[src/hdl/logic_string_pkg.sv]
// Shared constants and carriers for the logic and string instruction decoder.
// Assumes one processor clock; the byte stream arrives one byte per enabled cycle.
package logic_string_pkg;

  // Opcode match patterns, compared under their masks
  localparam logic [7:0] OPM_7   = 8'hFE;  // Ignore w
  localparam logic [7:0] OPM_6   = 8'hFC;  // Ignore d and w
  localparam logic [7:0] OP_AND_RR   = 8'h20;  // 001000dw
  localparam logic [7:0] OP_AND_RM   = 8'h20;  // 0010000w
  localparam logic [7:0] OP_AND_MR   = 8'h22;  // 0010001w
  localparam logic [7:0] OP_AND_AI   = 8'h24;
  localparam logic [7:0] OP_GRP_IMM  = 8'h80;  // 1000000w
  localparam logic [7:0] OP_TEST_RM  = 8'h84;
  localparam logic [7:0] OP_GRP_F6   = 8'hF6;  // 1111011w
  localparam logic [7:0] OP_TEST_AI  = 8'hA8;
  localparam logic [7:0] OP_OR_RM    = 8'h08;
  localparam logic [7:0] OP_OR_MR    = 8'h0A;
  localparam logic [7:0] OP_OR_AI    = 8'h0C;
  localparam logic [7:0] OP_XOR_RM   = 8'h30;
  localparam logic [7:0] OP_XOR_MR   = 8'h32;
  localparam logic [7:0] OP_XOR_AI   = 8'h34;
  localparam logic [7:0] OP_CMP_STR   = 8'hA6;
  localparam logic [7:0] OP_PIN_STR   = 8'h6C;
  localparam logic [7:0] OP_POUT_STR  = 8'h6E;
  localparam logic [7:0] OP_LOAD_STR  = 8'hAC;
  localparam logic [7:0] OP_MOVE_STR  = 8'hA4;
  localparam logic [7:0] OP_SCAN_STR  = 8'hAE;
  localparam logic [7:0] OP_STORE_STR = 8'hAA;
  localparam logic [7:0] OP_REP_EQ    = 8'hF3;

  // Reg field extensions
  localparam logic [2:0] EXT_AND  = 3'h4;
  localparam logic [2:0] EXT_OR   = 3'h1;
  localparam logic [2:0] EXT_XOR  = 3'h6;
  localparam logic [2:0] EXT_TEST = 3'h0;
  localparam logic [2:0] EXT_NOT  = 3'h2;
  localparam logic [1:0] MOD_REG  = 2'h3;

  // Clock counts
  localparam logic [7:0] CLK_2   = 8'h02;
  localparam logic [7:0] CLK_4   = 8'h04;
  localparam logic [7:0] CLK_5   = 8'h05;
  localparam logic [7:0] CLK_6   = 8'h06;
  localparam logic [7:0] CLK_7   = 8'h07;
  localparam logic [7:0] CLK_8   = 8'h08;
  localparam logic [7:0] CLK_9   = 8'h09;
  localparam logic [7:0] CLK_10  = 8'h0A;
  localparam logic [7:0] CLK_14  = 8'h0E;
  localparam logic [7:0] CLK_15  = 8'h0F;
  localparam logic [7:0] CLK_28  = 8'h1C;
  localparam logic [7:0] CLK_29  = 8'h1D;
  localparam logic [7:0] REP_BASE = 8'h05;
  localparam logic [7:0] REP_EACH = 8'h09;

  typedef enum logic [3:0] {
    OPC_NONE, OPC_AND, OPC_OR, OPC_XOR, OPC_TEST, OPC_NOT,
    OPC_CMP_STR, OPC_PIN_STR, OPC_POUT_STR, OPC_LOAD_STR, OPC_MOVE_STR, OPC_SCAN_STR, OPC_STORE_STR
  } op_class_e;

  typedef enum logic [2:0] {
    FMT_NONE, FMT_RR, FMT_RM, FMT_MR, FMT_IMM_RM, FMT_IMM_ACC, FMT_STRING
  } op_form_e;

  // One decoded instruction
  typedef struct packed {
    op_class_e  op;
    op_form_e   form;
    logic       word_size;   // 1: word/dword operand
    logic       reg_is_dest;
    logic       repeat_eq;
    logic [2:0] reg_field;
    logic [2:0] rm_field;
    logic [7:0] clocks;      // Base clock count
  } decode_s;

endpackage

[src/hdl/logic_string_op_decoder.sv]
// Decoder and timer for bitwise logic and string instructions.
// Assumes one byte on byte_in per cycle with byte_valid; stalls with byte_ready low.
`timescale 1ns/1ps

module logic_string_op_decoder (
  input  wire logic                      clk,
  input  wire logic                      rst,
  input  wire logic                      ce,
  input  wire logic [7:0]                byte_in,
  input  wire logic                      byte_valid,
  output logic                           byte_ready,
  input  wire logic                      protected_mode,
  input  wire logic                      io_perm_slow,
  input  wire logic [31:0]               counter_register,
  input  wire logic                      addr32,
  output logic_string_pkg::decode_s      decoded,
  output logic                           decoded_valid,
  output logic                           op_busy,
  output logic                           op_done,
  output logic [15:0]                    op_clocks,
  output logic                           illegal_op
);
  import logic_string_pkg::*;

  typedef enum {ST_OPCODE, ST_MODRM, ST_IMM, ST_EXEC} dec_state_e;

  dec_state_e  state_reg;
  logic [7:0]  opcode_reg;
  logic        rep_reg;
  logic        needs_imm;
  logic [2:0]  imm_left_reg;
  decode_s     dec_next;
  decode_s     dec_reg;
  logic        dec_illegal;
  logic        timer_load;
  logic [15:0] timer_cycles;
  logic        timer_busy;
  logic        timer_done;
  logic [15:0] rep_count;
  logic [2:0]  imm_bytes;

  // Immediate length follows operand size; word immediates are 4 bytes when addr32 is set
  assign imm_bytes = ~dec_next.word_size ? 3'h1 : (addr32 ? 3'h4 : 3'h2);

  // Opcode and modrm classification; runs on the byte held in the current state
  always_comb begin
    logic [1:0] mod_f;
    logic [2:0] reg_f;
    logic       is_reg;
    mod_f    = byte_in[7:6];
    reg_f    = byte_in[5:3];
    is_reg   = (mod_f == MOD_REG);
    dec_next = '0;
    dec_next.op   = OPC_NONE;
    dec_next.form = FMT_NONE;
    dec_next.word_size   = opcode_reg[0];
    dec_next.reg_is_dest = opcode_reg[1];
    dec_next.repeat_eq   = rep_reg;
    dec_next.reg_field   = reg_f;
    dec_next.rm_field    = byte_in[2:0];
    dec_illegal = 1'b0;
    needs_imm   = 1'b0;
    if (state_reg == ST_MODRM) begin
      // Two-operand forms: register modrm means register-to-register
      if ((opcode_reg & OPM_6) == OP_AND_RR || (opcode_reg & OPM_6) == OP_OR_RM
          || (opcode_reg & OPM_6) == OP_XOR_RM) begin
        dec_next.op = ((opcode_reg & OPM_6) == OP_AND_RR) ? OPC_AND :
                      ((opcode_reg & OPM_6) == OP_OR_RM)  ? OPC_OR : OPC_XOR;
        if (is_reg) begin
          dec_next.form   = FMT_RR;
          dec_next.clocks = CLK_2;
        end else if (opcode_reg[1]) begin
          dec_next.form   = FMT_MR;
          dec_next.clocks = CLK_6;
        end else begin
          dec_next.form   = FMT_RM;
          dec_next.clocks = CLK_7;
        end
      end else if ((opcode_reg & OPM_7) == OP_TEST_RM) begin
        dec_next.op     = OPC_TEST;                  // Flags only, result dropped
        dec_next.form   = is_reg ? FMT_RR : FMT_RM;
        dec_next.clocks = is_reg ? CLK_2 : CLK_5;
      end else if ((opcode_reg & OPM_7) == OP_GRP_IMM) begin
        dec_next.form   = FMT_IMM_RM;
        dec_next.clocks = is_reg ? CLK_2 : CLK_7;
        needs_imm       = 1'b1;
        case (reg_f)
          EXT_AND: dec_next.op = OPC_AND;
          EXT_OR:  dec_next.op = OPC_OR;
          EXT_XOR: dec_next.op = OPC_XOR;
          default: dec_illegal = 1'b1;               // Other group members are not ours
        endcase
      end else begin
        // Group 1111011w: test immediate or invert
        case (reg_f)
          EXT_TEST: begin
            dec_next.op     = OPC_TEST;
            dec_next.form   = FMT_IMM_RM;
            dec_next.clocks = is_reg ? CLK_2 : CLK_5;
            needs_imm       = 1'b1;
          end
          EXT_NOT: begin
            dec_next.op     = OPC_NOT;
            dec_next.form   = FMT_RR;
            dec_next.clocks = is_reg ? CLK_2 : CLK_6;
          end
          default: dec_illegal = 1'b1;
        endcase
      end
    end else begin
      // Single-byte opcodes: accumulator short forms and strings
      dec_next.word_size   = byte_in[0];
      dec_next.reg_is_dest = 1'b1;
      dec_next.reg_field   = 3'h0;
      dec_next.rm_field    = 3'h0;
      dec_next.form        = FMT_STRING;
      case (byte_in & OPM_7)
        OP_AND_AI: begin
          dec_next.op     = OPC_AND;
          dec_next.form   = FMT_IMM_ACC;
          dec_next.clocks = CLK_2;
        end
        OP_OR_AI: begin
          dec_next.op     = OPC_OR;
          dec_next.form   = FMT_IMM_ACC;
          dec_next.clocks = CLK_2;
        end
        OP_XOR_AI: begin
          dec_next.op     = OPC_XOR;
          dec_next.form   = FMT_IMM_ACC;
          dec_next.clocks = CLK_2;
        end
        OP_TEST_AI: begin
          dec_next.op     = OPC_TEST;
          dec_next.form   = FMT_IMM_ACC;
          dec_next.clocks = CLK_2;
        end
        OP_CMP_STR: begin
          dec_next.op     = OPC_CMP_STR;
          dec_next.clocks = CLK_10;
        end
        OP_LOAD_STR: begin
          dec_next.op     = OPC_LOAD_STR;
          dec_next.clocks = CLK_5;
        end
        OP_MOVE_STR: begin
          dec_next.op     = OPC_MOVE_STR;
          dec_next.clocks = CLK_7;
        end
        OP_SCAN_STR: begin
          dec_next.op     = OPC_SCAN_STR;
          dec_next.clocks = CLK_7;
        end
        OP_STORE_STR: begin
          dec_next.op     = OPC_STORE_STR;
          dec_next.clocks = CLK_4;
        end
        // Mode pins are read at decode; a mode change after that does not alter the count
        OP_PIN_STR: begin
          dec_next.op     = OPC_PIN_STR;
          dec_next.clocks = !protected_mode ? CLK_15 : (io_perm_slow ? CLK_29 : CLK_9);
        end
        OP_POUT_STR: begin
          dec_next.op     = OPC_POUT_STR;
          dec_next.clocks = !protected_mode ? CLK_14 : (io_perm_slow ? CLK_28 : CLK_8);
        end
        default: begin
          dec_next.form = FMT_NONE;
          dec_illegal   = 1'b1;
        end
      endcase
      if (dec_next.form == FMT_IMM_ACC) begin
        needs_imm = 1'b1;
      end
      // The repeat prefix is only defined here for compare string
      if (rep_reg && dec_next.op != OPC_CMP_STR) begin
        dec_illegal = 1'b1;
      end
    end
  end

  // Bytes that start a modrm form
  function automatic logic has_modrm(input logic [7:0] b);
    has_modrm = ((b & OPM_6) == OP_AND_RR) || ((b & OPM_6) == OP_OR_RM) || ((b & OPM_6) == OP_XOR_RM)
                || ((b & OPM_7) == OP_TEST_RM) || ((b & OPM_7) == OP_GRP_IMM) || ((b & OPM_7) == OP_GRP_F6);
  endfunction

  // Repetition total: base plus per-count cost; count is counter_register[15:0] for either address size
  assign rep_count    = addr32 ? counter_register[15:0] : counter_register[15:0];
  assign timer_cycles = dec_reg.repeat_eq
                        ? 16'(REP_BASE) + 16'(REP_EACH) * rep_count
                        : {8'h00, dec_reg.clocks};
  assign timer_load   = ce && (state_reg == ST_EXEC) && !timer_busy && !decoded_valid;

  // Byte acceptance: stall the stream while an instruction is being timed
  assign byte_ready = (state_reg != ST_EXEC);

  // Decode sequencer
  always_ff @(posedge clk) begin
    if (rst) begin
      state_reg    <= ST_OPCODE;
      opcode_reg   <= 8'h00;
      rep_reg      <= 1'b0;
      imm_left_reg <= 3'h0;
      dec_reg      <= '0;
      illegal_op   <= 1'b0;
    end else if (ce) begin
      illegal_op <= 1'b0;
      case (state_reg)
        ST_OPCODE: begin
          if (byte_valid) begin
            if (byte_in == OP_REP_EQ && !rep_reg) begin
              rep_reg <= 1'b1;
            end else if (has_modrm(byte_in)) begin
              if (rep_reg) begin
                illegal_op <= 1'b1;
                rep_reg    <= 1'b0;
              end else begin
                opcode_reg <= byte_in;
                state_reg  <= ST_MODRM;
              end
            end else if (dec_illegal) begin
              illegal_op <= 1'b1;
              rep_reg    <= 1'b0;
            end else begin
              dec_reg      <= dec_next;
              imm_left_reg <= imm_bytes;
              state_reg    <= needs_imm ? ST_IMM : ST_EXEC;
            end
          end
        end
        ST_MODRM: begin
          if (byte_valid) begin
            if (dec_illegal) begin
              illegal_op <= 1'b1;
              state_reg  <= ST_OPCODE;
            end else begin
              dec_reg      <= dec_next;
              imm_left_reg <= imm_bytes;
              state_reg    <= needs_imm ? ST_IMM : ST_EXEC;
            end
          end
        end
        ST_IMM: begin
          // Immediate bytes are consumed and not kept; the datapath captures them
          if (byte_valid) begin
            imm_left_reg <= imm_left_reg - 3'h1;
            if (imm_left_reg == 3'h1) begin
              state_reg <= ST_EXEC;
            end
          end
        end
        ST_EXEC: begin
          if (timer_done) begin
            state_reg <= ST_OPCODE;
            rep_reg   <= 1'b0;
          end
        end
        default: state_reg <= ST_OPCODE;
      endcase
    end
  end

  // Decoded result pulses once as the timer starts
  always_ff @(posedge clk) begin
    if (rst) begin
      decoded_valid <= 1'b0;
      decoded       <= '0;
      op_clocks     <= 16'h0000;
    end else if (ce) begin
      decoded_valid <= timer_load;
      if (timer_load) begin
        decoded   <= dec_reg;
        op_clocks <= timer_cycles;
      end
    end
  end

  op_timer u_timer (
    .clk    (clk),
    .rst    (rst),
    .ce     (ce),
    .load   (timer_load),
    .cycles (timer_cycles),
    .busy   (timer_busy),
    .done   (timer_done)
  );

  assign op_busy = timer_busy;
  assign op_done = timer_done;
endmodule

[src/hdl/op_timer.sv]
// Counts down the clock budget of one instruction.
// Assumes the loader is pulsed only while the timer is idle.
`timescale 1ns/1ps
module op_timer (
  input  wire logic        clk,
  input  wire logic        rst,
  input  wire logic        ce,
  input  wire logic        load,
  input  wire logic [15:0] cycles,
  output logic             busy,
  output logic             done
);
  logic [15:0] count_reg;

  // Down counter; done pulses on the last busy clock
  always_ff @(posedge clk) begin
    if (rst) begin
      count_reg <= 16'h0000;
    end else if (ce) begin
      if (load) begin
        count_reg <= cycles;
      end else if (count_reg != 16'h0000) begin
        count_reg <= count_reg - 16'h0001;
      end
    end
  end

  assign busy = (count_reg != 16'h0000);
  assign done = (count_reg == 16'h0001) && ce;
endmodule

[config.mk]
export PLATFORM = sky130hd
export DESIGN_NAME = logic_string_op_decoder
export DESIGN_NICKNAME = d
export VERILOG_FILES = /design/src/hdl/logic_string_pkg.sv /design/src/hdl/logic_string_op_decoder.sv /design/src/hdl/op_timer.sv
export SDC_FILE = /design/constraint.sdc
export NUM_CORES = 1
export LEC_CHECK = 0
export BUFFER_PORTS_ARGS = -buffer_cell sky130_fd_sc_hd__buf_2
export CELL_PAD_IN_SITES_DETAIL_PLACEMENT = 1
export CELL_PAD_IN_SITES_GLOBAL_PLACEMENT = 1
export CORE_MARGIN = 2
export CORE_UTILIZATION = 42
export CTS_CLUSTER_DIAMETER = 100
export DETAILED_ROUTE_END_ITERATION = 8
export PLACE_DENSITY = 0.79
export SLEW_MARGIN = 20
export SYNTH_ARGS = -nofsm -noshare
export SYNTH_HDL_FRONTEND = slang
export SYNTH_HIERARCHICAL = 1
export SYNTH_SLANG_ARGS = --single-unit
[constraint.sdc]
create_clock -name clk -period 3.9 [get_ports clk]
set_input_delay 0.39 -clock clk [delete_from_list [all_inputs] [get_ports clk]]
set_output_delay 0.39 -clock clk [all_outputs]
set_load 0.01 [all_outputs]
==> metrics.txt <==
critical path's slowest cell or4b_2; leakage dissipation 2.701 nW; top cell type's share of synthesized area 30.50%; ys flop type dfxtp_1; Routed Antenna Nets 0; Commonest cells post-synth nand2_1 (111), dfxtp_1 (90), a21oi_1 (85); CP most frequent cell nor2_1; worst hold slack 369.2 ps; GRT Overall Usage 25.26%; fin crit period 3534 ps; core area 13830 sq um; Clock Power Share 26.2%; Async S/R FF share, synth 0%; P_int 1.916 mW; mapped cell area 5908 sq um; Avg Cell Area, Syn 7.703 sq um; final non-filler cell total 997; setup TNS 0 ps; Design Power 3.170 mW; setup slack after layout 365.6 ps; Routed WL per cell 18.64 microns; Synth area leader dfxtp_1; RSZ-0062 raised after global routing no; Post-DP HPWL 13820 microns; CTS root buf clkbuf_16; Psw 1.254 mW; # resized after CTS 0; Setup Crit Path Kind reg -> reg; Slew Viols, Final 0; initial antenna violation count 0; Final Hold Vio Count 0; slowest stage delay, CP 690 ps; max cap viols 0; worst-margin pin slew 794.8 ps; GP Congestion 0.9026; deepest clock path buffer count 2; TritonCTS Buffers 9; CTS sink cnt 90; outcome finished clean; cells after synthesis 767; Slew HR 46.94%; yosys warns 6; CTS tree done; drt pass-1 iters 4; DRC viols 0; CP Launch Type flop; pwr/cell area 475.4 nW/um^2; cell family with most CP delay simple AND/OR/NAND/NOR gates; worst slack, placed 437.7 ps; Max IR drop VDD 0.2261 mV; die area 15030 sq um; Reg power frac 33.7%; initial core utilization 42.73%; endpoint class of the critical path flop; # rows 43; setup repair bufs after CTS 0; Remaining Overflow, GRT 0; number of synthesized flops with an enable pin 0; final wirelength 18590 microns; worst-path cell chain inv_1 > ha_1 > or3b_2 > nor2_1 > nand2b_1 > or4b_2 > inv_2 > nor4_1 > and4_1 > nor2_1 > a211oi_1; Sw Ratio 39.56%; Post-Place Cells 982; Setup Viol. Count Final 0; largest net degree at the start of global routing 39; Worst Path Required 4120 ps; Die Ht 122.6 microns; most common cell in the netlist nand2_1; Yosys reg bits 90; vias post-DR 5975; H-tree depth 3; Clock Latency Late Sink 350 ps; worst hold path class in -> reg; layout cells sized above 1 15.91%; fin crit share 90.63%; global-route wire length before repair 29900 microns; IO Count 92; worst clock skew 8.002 ps; n_diodes 0; Port Buffers 72; P&R area growth vs syn 12.88%; WP buf/inv 2; Arr. time, crit path 3760 ps; sequential share of the synthesized area 30.50%; number of global-route vias before repair 6128; Netlist cell types 77; 1st-iter DRT viols 358; Die X 122.6 microns; Combinational Power Share 40.1%; hold buffer count at cts 0; # nets final 906; top post-synthesis cells by area dfxtp_1 (30%), ha_1 (9.7%), a21oi_1 (7.2%); FMAX 282.9 MHz; vias per cell 5.993; CP Max Fanout 15; clk slew on worst S/H paths 70 ps
metrics by stage:
step	cell area, sq um	util (%)
floorplan	5916	-
global route	6669	48.23
detailed placement	6392	46.23
global placement	6392	46.23
CTS	6669	48.23
finish	6669	48.23
power by group through the flow:
stage / sequential (mW) / clock (mW) / combinational (mW)
6_report: 1.07 / 0.831 / 1.27
5_1_grt: 1.08 / 0.884 / 1.39
4_1_cts: 1.07 / 0.844 / 1.25
3_5_place_dp: 1.09 / 0 / 1.24
3_3_place_gp: 1.08 / 0 / 1.18
2_1_floorplan: 1.06 / 0 / 0.923
routing by layer:
metal | up-vias | global-route usage, % | share of wire (%)
met5 | - | 0 | 0
li1 | 2872 | - | -
met1 | 2939 | 29.28 | 42
met4 | 0 | 10.42 | 2.5
met3 | 28 | 3.020 | 3.3
met2 | 136 | 46.70 | 52
cells in the final DEF, fill, tap and decap left out, types with 11 or more instances in the layout:
cell type and instances:
nand2_1 111, buf_4 17, a31oi_1 11, nand3_1 26, buf_2 72, nor3_1 23, o21ai_0 20, dfxtp_1 90
inv_1 30, mux2i_1 11, o31ai_1 11, nor2_1 57, ha_1 46, a21oi_1 85
worst reg2reg max path: stages (launching register included):
cell and delay, ps:
dfxtp_1 370, inv_1 90, ha_1 170, or3b_2 490, nor2_1 200, nand2b_1 170
or4b_2 700, inv_2 260, nor4_1 120, and4_1 380, nor2_1 340, a211oi_1 130
worst paths after layout:
check                                                        from                                  to  slack [ps]  cells past startpoint
worst max-delay path            u_timer/count_reg[0]$_SDFFE_PP0P_  u_timer/count_reg[10]$_SDFFE_PP0P_         370                     11
worst min-delay path                                   byte_in[0]             dec_reg[8]$_SDFFE_PP0P_         370                      3
worst min register to register           decoded[20]$_SDFFE_PP0P_            decoded[20]$_SDFFE_PP0P_         460                      2
worst max register to register  u_timer/count_reg[0]$_SDFFE_PP0P_  u_timer/count_reg[10]$_SDFFE_PP0P_         370                     11
kinds of logic (layout without fill, tap and decap cells):
logic type	count (synthesis)	after routing	synth area share (%)
buf+inv	88	136	6.142
flops	90	90	30.50
mux	16	16	2.817
fa+ha+maj	46	46	9.742
other cells	1	3	0.06347
xor+xnor	14	14	2.075
compound gates	216	216	24.21
simple gates	296	296	24.46
layout make-up:
cell class	instances	area (sq um)
flip-flops and latches	90	1802
clock buffers	9	225.2
multi-input cells	591	3757
repair buffers	89	488.0
well taps	180	225.2
fillers	1743	7158
inverters	32	120.1
clock inverters	6	51.30
Note: power is estimated with default switching activity, not from simulation.
